`config.mk`:
```
export PLATFORM = sky130hd
export DESIGN_NAME = rxcfg_regbank
export DESIGN_NICKNAME = d
export VERILOG_FILES = /design/src/core/rxcfg_pkg.sv /design/src/core/rxcfg_sync_match.sv /design/src/core/rxcfg_onoff_threshold_floor.sv /design/src/core/rxcfg_regbank.sv
export SDC_FILE = /design/constraint.sdc
export NUM_CORES = 1
export LEC_CHECK = 0
export BUFFER_PORTS_ARGS = -buffer_cell sky130_fd_sc_hd__buf_2
export CAP_MARGIN = 20
export CORE_MARGIN = 2
export CORE_UTILIZATION = 40
export DETAILED_ROUTE_END_ITERATION = 16
export PLACE_DENSITY = 0.63
export SLEW_MARGIN = 40
export SYNTH_ARGS = -nofsm -noshare
export SYNTH_HDL_FRONTEND = slang
export SYNTH_HIERARCHICAL = 1
export SYNTH_SLANG_ARGS = --single-unit
export TNS_END_PERCENT = 1
```
`constraint.sdc`:
```
create_clock -name clk -period 15.1 [get_ports clk]
set_input_delay 0.755 -clock clk [delete_from_list [all_inputs] [get_ports clk]]
set_output_delay 0.755 -clock clk [all_outputs]
set_load 0.01 [all_outputs]
```
`src/core/rxcfg_pkg.sv`:
```
// Package with register map, field layout, reset values and timing for the receiver settings
package rxcfg_pkg;
	localparam int DATA_W = 8;
	localparam int BUS_W = 32;
	localparam int ADDR_W = 8;
	localparam int IDX_W = 6;
	// Register indices; byte address is four times the index
	localparam logic [IDX_W-1:0] IDX_ALERT = 6'h0F;
	localparam logic [IDX_W-1:0] IDX_FILTER = 6'h10;
	localparam logic [IDX_W-1:0] IDX_POLY = 6'h11;
	localparam logic [IDX_W-1:0] IDX_SYNC = 6'h12;
	localparam logic [IDX_W-1:0] IDX_FLOOR = 6'h13;
	localparam logic [IDX_W-1:0] IDX_RSSI = 6'h14;
	localparam logic [IDX_W-1:0] IDX_DYN = 6'h15;
	// Reset values
	localparam logic [DATA_W-1:0] RST_ALERT = 8'h00;
	localparam logic [DATA_W-1:0] RST_FILTER = 8'hA3;
	localparam logic [DATA_W-1:0] RST_POLY = 8'h38;
	localparam logic [DATA_W-1:0] RST_SYNC = 8'h18;
	localparam logic [DATA_W-1:0] RST_FLOOR = 8'h04;
	localparam logic [DATA_W-1:0] RST_DYN = 8'h00;
	// Field positions
	localparam int F_HI_MSB = 7;
	localparam int F_HI_LSB = 4;
	localparam int F_LO_MSB = 3;
	localparam int F_LO_LSB = 0;
	localparam int F_POLY_EN = 7;
	localparam int F_BSYNC_OFF = 6;
	localparam int F_SYNC_EN = 5;
	localparam int F_SSIZE_MSB = 4;
	localparam int F_SSIZE_LSB = 3;
	localparam int F_STOL_MSB = 2;
	localparam int F_STOL_LSB = 1;
	localparam int F_STEP_MSB = 7;
	localparam int F_STEP_LSB = 5;
	localparam int F_RATE_MSB = 4;
	localparam int F_RATE_LSB = 2;
	localparam int F_AVG_MSB = 1;
	localparam int F_AVG_LSB = 0;
	// Sync sizes
	localparam logic [1:0] SSIZE_8 = 2'h0;
	localparam logic [1:0] SSIZE_16 = 2'h1;
	localparam logic [1:0] SSIZE_24 = 2'h2;
	localparam int SYNC_W = 32;
	localparam logic [5:0] SYNC_BITS_8 = 6'h08;
	localparam logic [5:0] SYNC_BITS_16 = 6'h10;
	localparam logic [5:0] SYNC_BITS_24 = 6'h18;
	localparam logic [5:0] SYNC_BITS_32 = 6'h20;
	// Threshold mode encoding from the demodulator
	typedef enum logic [1:0] {RXCFG_FIXED, RXCFG_PEAK, RXCFG_AVERAGE} rxcfg_mode_t;
	// Decrement rate: codes below this count chips, codes at or above count sub-chip ticks
	localparam logic [2:0] RATE_FAST = 3'h4;
	localparam logic [3:0] SUB_PER_CHIP = 4'hF;
endpackage : rxcfg_pkg

```
`src/core/rxcfg_sync_match.sv`:
```
// Sync word correlator with selectable length and bit error tolerance
`timescale 1ns/10ps
`default_nettype none
module rxcfg_sync_match (
	// Clock and reset
	input wire logic clk,
	input wire logic nrst,
	// Settings
	input wire logic syncEnable,
	input wire logic [1:0] syncSize,
	input wire logic [1:0] syncTolerance,
	input wire logic [rxcfg_pkg::SYNC_W-1:0] syncValue,
	// Demodulated bit stream
	input wire logic rxBit,
	input wire logic rxBitValid,
	// Result
	output logic syncFound
);
	import rxcfg_pkg::*;
	logic [SYNC_W-1:0] shiftReg;
	logic [SYNC_W-1:0] shiftNext;
	logic [5:0] bitsSeen;
	logic [SYNC_W-1:0] pattern;
	logic [SYNC_W-1:0] careMask;
	logic [SYNC_W-1:0] diff;
	logic [5:0] needBits;
	logic [5:0] errCount;
	logic next_syncFound;

	// Pattern taken most significant byte first, right aligned to the newest bits
	assign pattern = (syncSize == SSIZE_8) ? {24'h00_0000, syncValue[31:24]} :
		(syncSize == SSIZE_16) ? {16'h0000, syncValue[31:16]} :
		(syncSize == SSIZE_24) ? {8'h00, syncValue[31:8]} : syncValue;
	assign needBits = (syncSize == SSIZE_8) ? SYNC_BITS_8 : (syncSize == SSIZE_16) ?
		SYNC_BITS_16 : (syncSize == SSIZE_24) ? SYNC_BITS_24 : SYNC_BITS_32;

	// Compare including the bit arriving now, so the pulse follows that strobe
	assign shiftNext = {shiftReg[SYNC_W-2:0], rxBit};

	genvar g;
	generate
		for (g = 0; g < SYNC_W; g++) begin : g_bit
			assign careMask[g] = (6'(g) < needBits);
			assign diff[g] = careMask[g] & (shiftNext[g] ^ pattern[g]);
		end
	endgenerate

	always_comb begin
		errCount = 6'h00;
		for (int i = 0; i < SYNC_W; i++) begin
			errCount = errCount + 6'(diff[i]);
		end
	end

	// Match tolerates up to the programmed number of wrong bits
	assign next_syncFound = syncEnable && rxBitValid && (bitsSeen >= needBits - 6'h01) &&
		(errCount <= {4'h0, syncTolerance});

	always_ff @(posedge clk or negedge nrst) begin
		if (!nrst) begin
			shiftReg <= '0;
			bitsSeen <= 6'h00;
			syncFound <= 1'b0;
		end else begin
			syncFound <= next_syncFound;
			if (rxBitValid) begin
				shiftReg <= shiftNext;
				if (bitsSeen < SYNC_BITS_32)
					bitsSeen <= bitsSeen + 6'h01;
			end
			if (!syncEnable)
				bitsSeen <= 6'h00;
		end
	end
endmodule : rxcfg_sync_match
`default_nettype wire

```
`src/core/rxcfg_onoff_threshold_floor.sv`:
```
// OOK slicing threshold: fixed, peak with timed decay to a floor, or average
`timescale 1ns/10ps
`default_nettype none
module rxcfg_onoff_threshold_floor (
	// Clock and reset
	input wire logic clk,
	input wire logic nrst,
	// Settings
	input wire rxcfg_pkg::rxcfg_mode_t mode,
	input wire logic [rxcfg_pkg::DATA_W-1:0] floorLevel,
	input wire logic [2:0] decSize,
	input wire logic [2:0] decRate,
	// Demodulator timing and strength
	input wire logic chipTick,
	input wire logic subTick,
	input wire logic [rxcfg_pkg::DATA_W-1:0] rssi,
	input wire logic [rxcfg_pkg::DATA_W-1:0] rssiAverage,
	// Result
	output logic [rxcfg_pkg::DATA_W-1:0] threshold
);
	import rxcfg_pkg::*;
	logic [3:0] tickCount;
	logic [3:0] tickLimit;
	logic tickSrc;
	logic decNow;
	logic [DATA_W-1:0] stepHalfDb;
	logic [DATA_W:0] lowered;
	logic [DATA_W-1:0] next_threshold;

	// Step in half-dB units: 0.5..2.0 dB then 3..6 dB
	assign stepHalfDb = decSize[2] ? 8'(({5'h00, decSize[1:0]} + 8'h03) << 1) :
		8'({5'h00, decSize[1:0]} + 8'h01);
	// Slow codes count chips, fast codes count sub-chip ticks
	assign tickSrc = (decRate < RATE_FAST) ? chipTick : subTick;
	assign tickLimit = (decRate < RATE_FAST) ? 4'((4'h1 << decRate[1:0]) - 4'h1) :
		4'(SUB_PER_CHIP >> ({1'b0, decRate[1:0]} + 3'h1));
	assign decNow = tickSrc && (tickCount >= tickLimit);
	assign lowered = {1'b0, threshold} - {1'b0, stepHalfDb};

	always_comb begin
		next_threshold = threshold;
		case (mode)
			RXCFG_FIXED: next_threshold = floorLevel;
			RXCFG_AVERAGE: next_threshold = rssiAverage;
			RXCFG_PEAK: begin
				if (rssi > threshold)
					next_threshold = rssi;
				else if (decNow)
					next_threshold = lowered[DATA_W] ? floorLevel : lowered[DATA_W-1:0];
				// Floor also catches a floor raised by software mid-decay
				if (next_threshold < floorLevel)
					next_threshold = floorLevel;
			end
			default: next_threshold = floorLevel;
		endcase
	end

	always_ff @(posedge clk or negedge nrst) begin
		if (!nrst) begin
			threshold <= RST_FLOOR;
			tickCount <= 4'h0;
		end else begin
			threshold <= next_threshold;
			if (decNow)
				tickCount <= 4'h0;
			else if (tickSrc)
				tickCount <= tickCount + 4'h1;
		end
	end
endmodule : rxcfg_onoff_threshold_floor
`default_nettype wire

```
`src/core/rxcfg_regbank.sv`:
```
// Receiver settings register bank with Avalon-MM slave and receive helpers
//
// The Avalon-MM interface to the registers was decided locally.
`timescale 1ns/10ps
`default_nettype none
module rxcfg_regbank (
	// Clock and reset
	input wire logic clk,
	input wire logic nrst,
	// Avalon-MM slave
	input wire logic [rxcfg_pkg::ADDR_W-1:0] avs_address,
	input wire logic avs_read,
	input wire logic avs_write,
	input wire logic [3:0] avs_byteenable,
	input wire logic [rxcfg_pkg::BUS_W-1:0] avs_writedata,
	output logic [rxcfg_pkg::BUS_W-1:0] avs_readdata,
	output logic avs_waitrequest,
	// Receive datapath inputs
	input wire logic [rxcfg_pkg::DATA_W-1:0] rssi,
	input wire logic [rxcfg_pkg::DATA_W-1:0] rssiAverage,
	input wire rxcfg_pkg::rxcfg_mode_t ookMode,
	input wire logic chipTick,
	input wire logic subTick,
	input wire logic [rxcfg_pkg::SYNC_W-1:0] syncValue,
	input wire logic rxBit,
	input wire logic rxBitValid,
	// Settings to the receive datapath
	output logic [3:0] lowpassBwCode,
	output logic [3:0] rxBandwidthCode,
	output logic [3:0] polyphaseCentreCode,
	output logic polyphaseEnable,
	output logic bitSyncOff,
	output logic [1:0] onoffAverageCutoff,
	// Derived results
	output logic [rxcfg_pkg::DATA_W-1:0] onoffThreshold,
	output logic syncFound,
	output logic strengthAlert
);
	import rxcfg_pkg::*;

	logic [DATA_W-1:0] regAlert;
	logic [DATA_W-1:0] regFilter;
	logic [DATA_W-1:0] regPoly;
	logic [DATA_W-1:0] regSync;
	logic [DATA_W-1:0] regFloor;
	logic [DATA_W-1:0] regRssi;
	logic [DATA_W-1:0] regDyn;
	logic [DATA_W-1:0] ookThreshold;
	logic syncHit;
	// Bus decode nets
	logic [IDX_W-1:0] regIndex;
	logic wordAligned;
	logic busReq;
	logic busTake;
	logic wrLane;
	logic [DATA_W-1:0] wrByte;
	logic selAlert;
	logic selFilter;
	logic selPoly;
	logic selSync;
	logic selFloor;
	logic selRssi;
	logic selDyn;
	logic mapped;
	logic [DATA_W-1:0] rdByte;
	logic [BUS_W-1:0] next_readdata;
	logic rdLoad;
	logic wrAlert;
	logic wrFilter;
	logic wrPoly;
	logic wrSync;
	logic wrFloor;
	logic wrDyn;
	// Bus sequencer
	typedef enum logic {RXCFG_BUS_IDLE, RXCFG_BUS_ANSWER} rxcfg_bus_t;
	rxcfg_bus_t busState;
	rxcfg_bus_t next_busState;
	logic next_waitrequest;
	// Named views of packed fields
	logic syncEnable;
	logic [1:0] syncSize;
	logic [1:0] syncTolerance;
	logic [2:0] decSize;
	logic [2:0] decRate;

	// Bus decode
	assign regIndex = avs_address[ADDR_W-1:2];
	assign wordAligned = (avs_address[1:0] == 2'h0);
	assign busReq = avs_read || avs_write;
	// Request is answered one cycle after it is seen
	assign busTake = busReq && !avs_waitrequest;
	assign wrLane = avs_write && busTake && avs_byteenable[0] && wordAligned;
	// Only lane 0 carries data; upper lanes are ignored
	assign wrByte = avs_writedata[DATA_W-1:0];
	assign selAlert = (regIndex == IDX_ALERT);
	assign selFilter = (regIndex == IDX_FILTER);
	assign selPoly = (regIndex == IDX_POLY);
	assign selSync = (regIndex == IDX_SYNC);
	assign selFloor = (regIndex == IDX_FLOOR);
	assign selRssi = (regIndex == IDX_RSSI);
	assign selDyn = (regIndex == IDX_DYN);
	assign mapped = wordAligned && (selAlert || selFilter || selPoly || selSync ||
		selFloor || selRssi || selDyn);

	// Read mux; unmapped or misaligned reads return zero
	assign rdByte = !mapped ? 8'h00 :
		selAlert ? regAlert :
		selFilter ? regFilter :
		selPoly ? regPoly :
		selSync ? regSync :
		selFloor ? regFloor :
		selRssi ? regRssi : regDyn;
	assign next_readdata = {24'h00_0000, rdByte};
	// Read data latched while the request still waits
	assign rdLoad = avs_read && avs_waitrequest;

	// Write enables per register; the reading register has none
	assign wrAlert = wrLane && selAlert;
	assign wrFilter = wrLane && selFilter;
	assign wrPoly = wrLane && selPoly;
	assign wrSync = wrLane && selSync;
	assign wrFloor = wrLane && selFloor;
	assign wrDyn = wrLane && selDyn;

	// Bus sequencer: one wait cycle, then exactly one accept cycle
	always_comb begin
		next_busState = busState;
		next_waitrequest = 1'b1;
		case (busState)
			RXCFG_BUS_IDLE: begin
				if (busReq) begin
					next_busState = RXCFG_BUS_ANSWER;
					next_waitrequest = 1'b0;
				end
			end
			RXCFG_BUS_ANSWER: begin
				// Master releases here; a back to back request waits again
				next_busState = RXCFG_BUS_IDLE;
			end
			default: begin
				next_busState = RXCFG_BUS_IDLE;
			end
		endcase
	end

	always_ff @(posedge clk or negedge nrst) begin
		if (!nrst) begin
			busState <= RXCFG_BUS_IDLE;
			avs_waitrequest <= 1'b1;
		end else begin
			busState <= next_busState;
			avs_waitrequest <= next_waitrequest;
		end
	end

	// Read data stand from the accept cycle until the next read
	always_ff @(posedge clk or negedge nrst) begin
		if (!nrst) begin
			avs_readdata <= '0;
		end else if (rdLoad) begin
			avs_readdata <= next_readdata;
		end
	end

	// Filter bandwidth codes
	always_ff @(posedge clk or negedge nrst) begin
		if (!nrst) begin
			regFilter <= RST_FILTER;
		end else if (wrFilter) begin
			regFilter <= wrByte;
		end
	end

	// Reserved low nibble stored as written; software keeps it at reset value
	always_ff @(posedge clk or negedge nrst) begin
		if (!nrst) begin
			regPoly <= RST_POLY;
		end else if (wrPoly) begin
			regPoly <= wrByte;
		end
	end

	// Sync control
	always_ff @(posedge clk or negedge nrst) begin
		if (!nrst) begin
			regSync <= RST_SYNC;
		end else if (wrSync) begin
			regSync <= wrByte;
		end
	end

	// OOK threshold floor
	always_ff @(posedge clk or negedge nrst) begin
		if (!nrst) begin
			regFloor <= RST_FLOOR;
		end else if (wrFloor) begin
			regFloor <= wrByte;
		end
	end

	// OOK threshold dynamics
	always_ff @(posedge clk or negedge nrst) begin
		if (!nrst) begin
			regDyn <= RST_DYN;
		end else if (wrDyn) begin
			regDyn <= wrByte;
		end
	end

	// Alert level, coded like the strength reading
	always_ff @(posedge clk or negedge nrst) begin
		if (!nrst) begin
			regAlert <= RST_ALERT;
		end else if (wrAlert) begin
			regAlert <= wrByte;
		end
	end

	// Strength reading follows the datapath every cycle; bus writes never reach it
	always_ff @(posedge clk or negedge nrst) begin
		if (!nrst) begin
			regRssi <= 8'h00;
		end else begin
			regRssi <= rssi;
		end
	end

	// Same coding as the reading, so a plain compare suffices
	always_ff @(posedge clk or negedge nrst) begin
		if (!nrst) begin
			strengthAlert <= 1'b0;
		end else begin
			strengthAlert <= (rssi > regAlert);
		end
	end

	// Named views of the packed settings
	assign syncEnable = regSync[F_SYNC_EN];
	assign syncSize = regSync[F_SSIZE_MSB:F_SSIZE_LSB];
	assign syncTolerance = regSync[F_STOL_MSB:F_STOL_LSB];
	assign decSize = regDyn[F_STEP_MSB:F_STEP_LSB];
	assign decRate = regDyn[F_RATE_MSB:F_RATE_LSB];

	// Field outputs straight from the register flops
	assign lowpassBwCode = regFilter[F_HI_MSB:F_HI_LSB];
	assign rxBandwidthCode = regFilter[F_LO_MSB:F_LO_LSB];
	assign polyphaseCentreCode = regPoly[F_HI_MSB:F_HI_LSB];
	// Filter switch comes straight from the sync register bit, whatever the demodulator mode
	assign polyphaseEnable = regSync[F_POLY_EN];
	assign bitSyncOff = regSync[F_BSYNC_OFF];
	// Reserved codes pass through; averaging stage treats them as unsupported
	assign onoffAverageCutoff = regDyn[F_AVG_MSB:F_AVG_LSB];

	// Correlator sees the bit strobe on this clock; no crossing needed
	rxcfg_sync_match u_sync (
		.clk(clk),
		.nrst(nrst),
		.syncEnable(syncEnable),
		.syncSize(syncSize),
		.syncTolerance(syncTolerance),
		.syncValue(syncValue),
		.rxBit(rxBit),
		.rxBitValid(rxBitValid),
		.syncFound(syncHit)
	);

	// Threshold tracker output is already a flop, so it leaves as is
	rxcfg_onoff_threshold_floor u_ook (
		.clk(clk),
		.nrst(nrst),
		.mode(ookMode),
		.floorLevel(regFloor),
		.decSize(decSize),
		.decRate(decRate),
		.chipTick(chipTick),
		.subTick(subTick),
		.rssi(rssi),
		.rssiAverage(rssiAverage),
		.threshold(ookThreshold)
	);

	assign onoffThreshold = ookThreshold;
	assign syncFound = syncHit;
endmodule : rxcfg_regbank
`default_nettype wire

```
## Word-level counts from Yosys, hierarchy flattened

Index checks and enable logic that the tools add are counted.

| storage, ports and cells | value |
|---|---|
| input port bits | 102 |
| bits in registers | 117 |
| output and inout port bits | 59 |
| logic and storage cells | 234 |

| operators by class | value |
|---|---|
| reductions and logical operators | 28 |
| shift-type cells | 2 |
| equality and inequality tests | 13 |
| mux-type cells | 31 |
| $add $sub $neg | 39 |
| bitwise logic cells | 65 |
| order comparisons | 40 |

Operator list:

| cell | count |
|---|---|
| 6-bit by 1-bit adder with 6-bit output | 30 |
| 8-bit two-way mux | 13 |
| 5-bit by 6-bit < comparator with 1-bit output, first input constant | 16 |
| 32-bit two-way mux | 3 |
| 4-bit by 6-bit < comparator with 1-bit output, first input constant | 8 |
| 6-bit by 5-bit equality test with 1-bit output, second input constant | 6 |
| 6-bit two-way mux | 6 |
| 1-bit bitwise AND | 32 |
| 1-bit XOR | 32 |
| 3-bit by 6-bit < comparator with 1-bit output, first input constant | 4 |
| 8-bit greater-than comparator | 2 |
| 1-bit logical AND | 16 |
| 8-bit case mux with 2 select lines | 1 |
| 1-bit by 6-bit < comparator with 1-bit output, first input constant | 2 |
| 2-bit by 6-bit < comparator with 1-bit output, first input constant | 2 |
| 4-bit two-way mux | 3 |
| 8-bit by 8-bit subtractor with 9-bit output | 1 |
| 8-bit < comparator | 1 |
| 1-bit logical OR | 7 |
| 2-bit by 1-bit adder with 3-bit output, second input constant | 2 |
| 6-bit by 1-bit adder with 6-bit output, second input constant | 1 |
| 6-bit by 4-bit equality test with 1-bit output, second input constant | 1 |
| 6-bit >= comparator | 1 |
| 6-bit by 2-bit <= comparator with 1-bit output | 1 |
| other kinds (21) | 27 |

## Logic depth before layout (Yosys ltp)

| depth | value |
|---|---|
| depth in word-level cells | 39 |
| mapped depth | 23 |
| gate-level depth less buffers | 21 |

## By module

Netlist, hierarchy kept.

By module, submodules not included:

| module | sequential area each (µm²) | area each (µm²) | cells each | times used |
|---|---|---|---|---|
| rxcfg_sync_match | 950.9 | 3,588.4 | 352 | 1 |
| rxcfg_regbank | 1,690.4 | 3,462.1 | 292 | 1 |
| rxcfg_onoff_threshold_floor | 301.5 | 1,679.1 | 204 | 1 |

## Worst setup path before layout

Ideal clock, no wire load.

| path | value |
|---|---|
| path type | register to register |
| start point | register regSync[3] |
| end point | register u_sync.syncFound |
| arrival time | 6.452 ns |
| stages on the path, launching flop included | 23 |
| buffers on the path | 2 |
| setup time | 0.101 ns |
| data required time | 14.999 ns |
| slack | 8.547 ns |
| period minus slack after synthesis | 6.553 ns |
| path through | dfstp_2 inv_1 ha_1 buf_6 buf_12 mux2_4 a222oi_1 mux2i_1 fa_1 fa_1 inv_1 fa_1 fa_1 fa_1 fa_1 ha_1 inv_1 fa_1 inv_1 ha_1 nor2b_1 a2bb2oi_1 nor4_1 |

| between the ends | value |
|---|---|
| longest elaborated chain between the ends | 39 |
| elaborated cells between the ends (all ways) | 141 |
| classes of those cells | add/sub (32); order compare (34); eq/ne (2); mux (6); bitwise (64); reduce/logical (3) |

Ends and longest elaborated chain:

| what | line | source |
|---|---|---|
| start, declared | rxcfg_regbank.sv:44 | `logic [DATA_W-1:0] regSync;` |
| start signal, assigned | rxcfg_regbank.sv:188 | `regSync <= wrByte;` |
| 2-bit equality test | rxcfg_sync_match.sv:33, rxcfg_sync_match.sv:35 |  |
| 6-bit two-way mux / 32-bit two-way mux (equally long branches) | rxcfg_sync_match.sv:35, rxcfg_sync_match.sv:33 |  |
| 6-bit two-way mux / 32-bit two-way mux (equally long branches) | rxcfg_sync_match.sv:34, rxcfg_sync_match.sv:32 |  |
| 6-bit two-way mux / 32-bit two-way mux (equally long branches) | rxcfg_sync_match.sv:34, rxcfg_sync_match.sv:31 |  |
| 1-bit by 6-bit < comparator with 1-bit output / 1-bit XOR (equally long branches) | rxcfg_sync_match.sv:43, rxcfg_sync_match.sv:44 |  |
| 1-bit bitwise AND | rxcfg_sync_match.sv:44 | `assign diff[g] = careMask[g] & (shiftNext[g] ^ pattern[g]);` |
| 1-bit by 1-bit adder with 2-bit output | rxcfg_sync_match.sv:51 | `errCount = errCount + 6'(diff[i]);` |
| 6-bit by 1-bit adder with 6-bit output (30 in series) | rxcfg_sync_match.sv:51 |  |
| 6-bit by 2-bit <= comparator with 1-bit output | rxcfg_sync_match.sv:57 | `(errCount <= {4'h0, syncTolerance});` |
| 1-bit logical AND (*) | rxcfg_sync_match.sv:56 | `assign next_syncFound = syncEnable && rxBitValid && (bitsSeen >= needBits - 6'h01) &&` |
| via u_sync.next_syncFound | rxcfg_sync_match.sv:28 | `logic next_syncFound;` |
| end signal, assigned | rxcfg_sync_match.sv:65 | `syncFound <= next_syncFound;` |
| end, declared | rxcfg_sync_match.sv:17 | `output logic syncFound` |

Mark *: on every way through the listed nets, which the timed path passes. The rest lies on a longest branch.
A chain may end at the register's enable or synchronous reset.

## Worst setup path after layout

Ends and elaborated chain as after synthesis.

==> run_results.csv <==
group,metric,value,unit
logic_synthesis,yosysWarnings,6,
final_layout,multiInputGateArea,5180,um^2
routing,drc,0,
routing,via_per_inst,5.32,
worst_setup_path,critPathLaunchType,"flop",
sta,skew,0.0109,ns
placed_design,port_buffers,109,
clock_network,worstSkewPairLatency,0.42,ns
grt,track_usage,19.1,%
logic_synthesis,synth-edff-count,0,
grt,grt_pass1_wl,33700,um
sta,fmax,134,MHz
floorplanning,die_area,23000,um^2
sta,drv_slew,0,
placed_design,gp_congestion,0.826,
power_and_ir_drop,power.density,114,nW/um^2
power_and_ir_drop,leakagePower,4.64,nW
logic_synthesis,yosysTopAreaCell,"dfrtp_1",
clock_network,cts_sinks,117,
sta,fin_ws,7.64,ns
grt,overflow,0,
sta,rsz0062_at_grt,"false",
logic_synthesis,synth_cells,848,
grt,antenna_found_initial,1,
routing,drt_wl_total,21300,um
worst_setup_path,path_class,"reg -> reg",
clock_network,cts_resized,0,
sta,hold_viol_final,0,
placed_design,pre_cts_ws,7.65,ns
logic_synthesis,ys_seq_area_share,33.7,%
final_layout,nNetsFinal,1118,
floorplanning,die_width,152,um
floorplanning,num_rows,54,
final_layout,area_delta_synth_final,13.4,%
sta,setup_violations,0,
logic_synthesis,syn_area,8730,um^2
floorplanning,io_pins,161,
placed_design,placed_area,9330,um^2
worst_setup_path,crit_required,15.38,ns
routing,first_iter_violations,387,
clock_network,clk_pin_slew,0.06,ns
clock_network,cts_buffers,17,
clock_network,h-tree-depth,4,
logic_synthesis,synthFlopType,"dfrtp_1",
worst_setup_path,critPathMaxFanout,23,
worst_setup_path,critPathMaxStageDelay,0.61,ns
clock_network,holdBufCountCts,0,
clock_network,cts-root-buf,"clkbuf_16",
min_path,hold_path_class,"in -> async",
logic_synthesis,synth_area_leaders,"dfrtp_1 (30%), mux2_2 (13%), ha_1 (7.6%)",
floorplanning,coreArea,21600,um^2
logic_synthesis,synth.most_common_cell,"dfrtp_1",
run_status,status,"finished, final reports clean",
placed_design,dp_hpwl,15700,um
logic_synthesis,synthTopCellsByCount,"dfrtp_1 (105), mux2_2 (99), inv_1 (70)",
logic_synthesis,syn_area_per_cell,10.3,um^2
sta,fin_crit,7.46,ns
routing,wl_per_cell,17.3,um
grt,grt_pass1_vias,6363,
sta,tightest_slew,0.792,ns
sta,max-slew-margin-rel,47.2,%
floorplanning,die_h,152,um
power_and_ir_drop,vdd.ir_drop.worst,83.4,uV
worst_setup_path,cp-end-kind,"flop",
logic_synthesis,synth-seq-cells,117,
worst_setup_path,crit_arrival,7.75,ns
routing,ant_nets,0,
final_layout,drive_above_1_share,29.0,%
final_layout,final_area,9900,um^2
final_layout,num-fill-cells,2072,
worst_setup_path,cpMostUsedCell,"fa_1",
clock_network,cts_setup_buffers,0,
sta,tns,0,ns
final_layout,seqCellArea,2940,um^2
floorplanning,start_util,40.4,%
routing,vias,6550,
clock_network,clockBufferDepth,2,
logic_synthesis,ys_async_sr_fraction,100,%
job,drv_cap,0,
routing,first_pass_iters,5,
clock_network,cts_tree,"done",
logic_synthesis,yosysUniqueCellTypes,71,
grt,grt_max_degree,84,
sta,min_period_over_period,49.4,%
worst_setup_path,slowest_stage,"ha_1",
worst_setup_path,path_cells,"ha_1, clkinv_1, a211oi_1, mux2_2, fa_1, inv_1, fa_1, inv_1, fa_1, fa_1, fa_1, fa_1, ha_1, inv_1, fa_1, inv_1, ha_1, nor2b_1, a2bb2oi_1, nor4_1",
logic_synthesis,netlist.area_leader.share,30.1,%
[cell families after synthesis]
| kind of cell | Yosys count | share of synthesized area, % |
|---|---|---|
| AO/OA/AOI/OAI | 163 | 13.6 |
| XOR/XNOR | 13 | 1.30 |
| adder cells (fa/ha/maj) | 78 | 13.3 |
| buffers and inverters | 136 | 7.93 |
| flip-flops | 117 | 33.7 |
| multiplexers | 140 | 17.7 |
| other | 2 | 0.0860 |
| AND/OR/NAND/NOR | 199 | 12.4 |
[sequential cells by signal, indices dropped and copies added, names as in the netlist, 4 cells and up]
name and flops:
u_sync/shiftReg 31, avs_readdata 8, regAlert 8, regDyn 8, regFilter 8, regFloor 8
regPoly 8, regRssi 8, regSync 8, u_ook/threshold 8, u_sync/bitsSeen 6, u_ook/tickCount 4
[placed cells by master (no fill, tap or decap), types with 4 or more instances in the layout]
master      count
dfstp_2        12
a21o_1          5
a211oi_1       12
nand2b_1       13
fa_1           25
mux2_2         99
a221oi_1       12
or2_2           5
o21ai_0        33
conb_1         25
nor3_1          9
dfrtp_1       105
nand4_1         8
xor2_1         11
a222oi_1        8
nor2_1         40
buf_4           4
mux2i_1        37
clkinvlp_4      5
nand2_1        49
buf_2         108
a21oi_1        31
nor2b_1        26
ha_1           52
nor4b_1         8
o31ai_1         6
nand3_1        10
o2111a_1        6
a221o_1         9
inv_1          70
a22o_1          9
mux2_4          4
clkbuf_16      17
o21a_1          7
and2_1          4
or3_1           7
a31oi_1         5
[cell type report]
class / count / area share [%]
Tap cell: 280 / 3.54
Timing Repair Buffer: 113 / 5.90
Clock buffer: 19 / 4.47
Multi-Input combinational cell: 618 / 52.4
Antenna cell: 1 / 0.0253
Sequential cell: 117 / 29.7
Inverter: 71 / 2.69
Clock inverter: 13 / 1.26
[routing by layer]
metal / global-route usage [%] / part of all wire [%] / vias to the layer above
met5: 0 / 0 / -
met4: 5.05 / 1.0 / 0
met3: 4.07 / 6.1 / 17
met2: 31.3 / 47 / 205
met1: 25.6 / 46 / 3161
li1: - / - / 3167
[worst max-delay path: cells and delay by family (launching register included)]
kind            cells  cell delay [ns]
compound gates      2             0.51
simple gates        2             0.52
mux                 1             0.40
flops               1             0.57
buf+inv             5             0.64
fa+ha+maj          10             4.69
[report_power, final]
group	leakage [nW]	switching (mW)	internal, mW	total, mW
Combinational	2.86	0.177	0.167	0.344
Sequential	1.52	0.0430	0.357	0.400
Clock	0.263	0.155	0.232	0.387
[final timing paths]
| kind | startpoint | to | slack, ns | depth (start not counted) |
|---|---|---|---|---|
| worst max-delay path | regSync[3] | u_sync/syncFound | 7.64 | 20 |
| worst min-delay path | nrst | u_sync/shiftReg[0] | 0.31 | 1 |
| worst max register to register | regSync[3] | u_sync/syncFound | 7.64 | 20 |
| worst min register to register | busState | avs_waitrequest | 0.46 | 1 |
| max in group asynchronous | nrst | regDyn[7] | 13.71 | 2 |
| min in group clk | busState | avs_waitrequest | 0.46 | 1 |
[per-stage QoR]
| stage | hold WS [ns] | total power [mW] | instances | utilization [%] |
|---|---|---|---|---|
| global route | 0.332 | 1.22 | 1231 | 45.8 |
| detailed placement | 0.446 | 0.747 | 1199 | 43.1 |
| finish | 0.306 | 1.13 | 1232 | 45.8 |
| global placement | 0.436 | 0.737 | 1199 | 43.1 |
| CTS | 0.318 | 1.14 | 1231 | 45.8 |
| floorplan | 0.426 | 0.656 | 871 | - |
No activity file was read; power rests on OpenSTA's default activity.
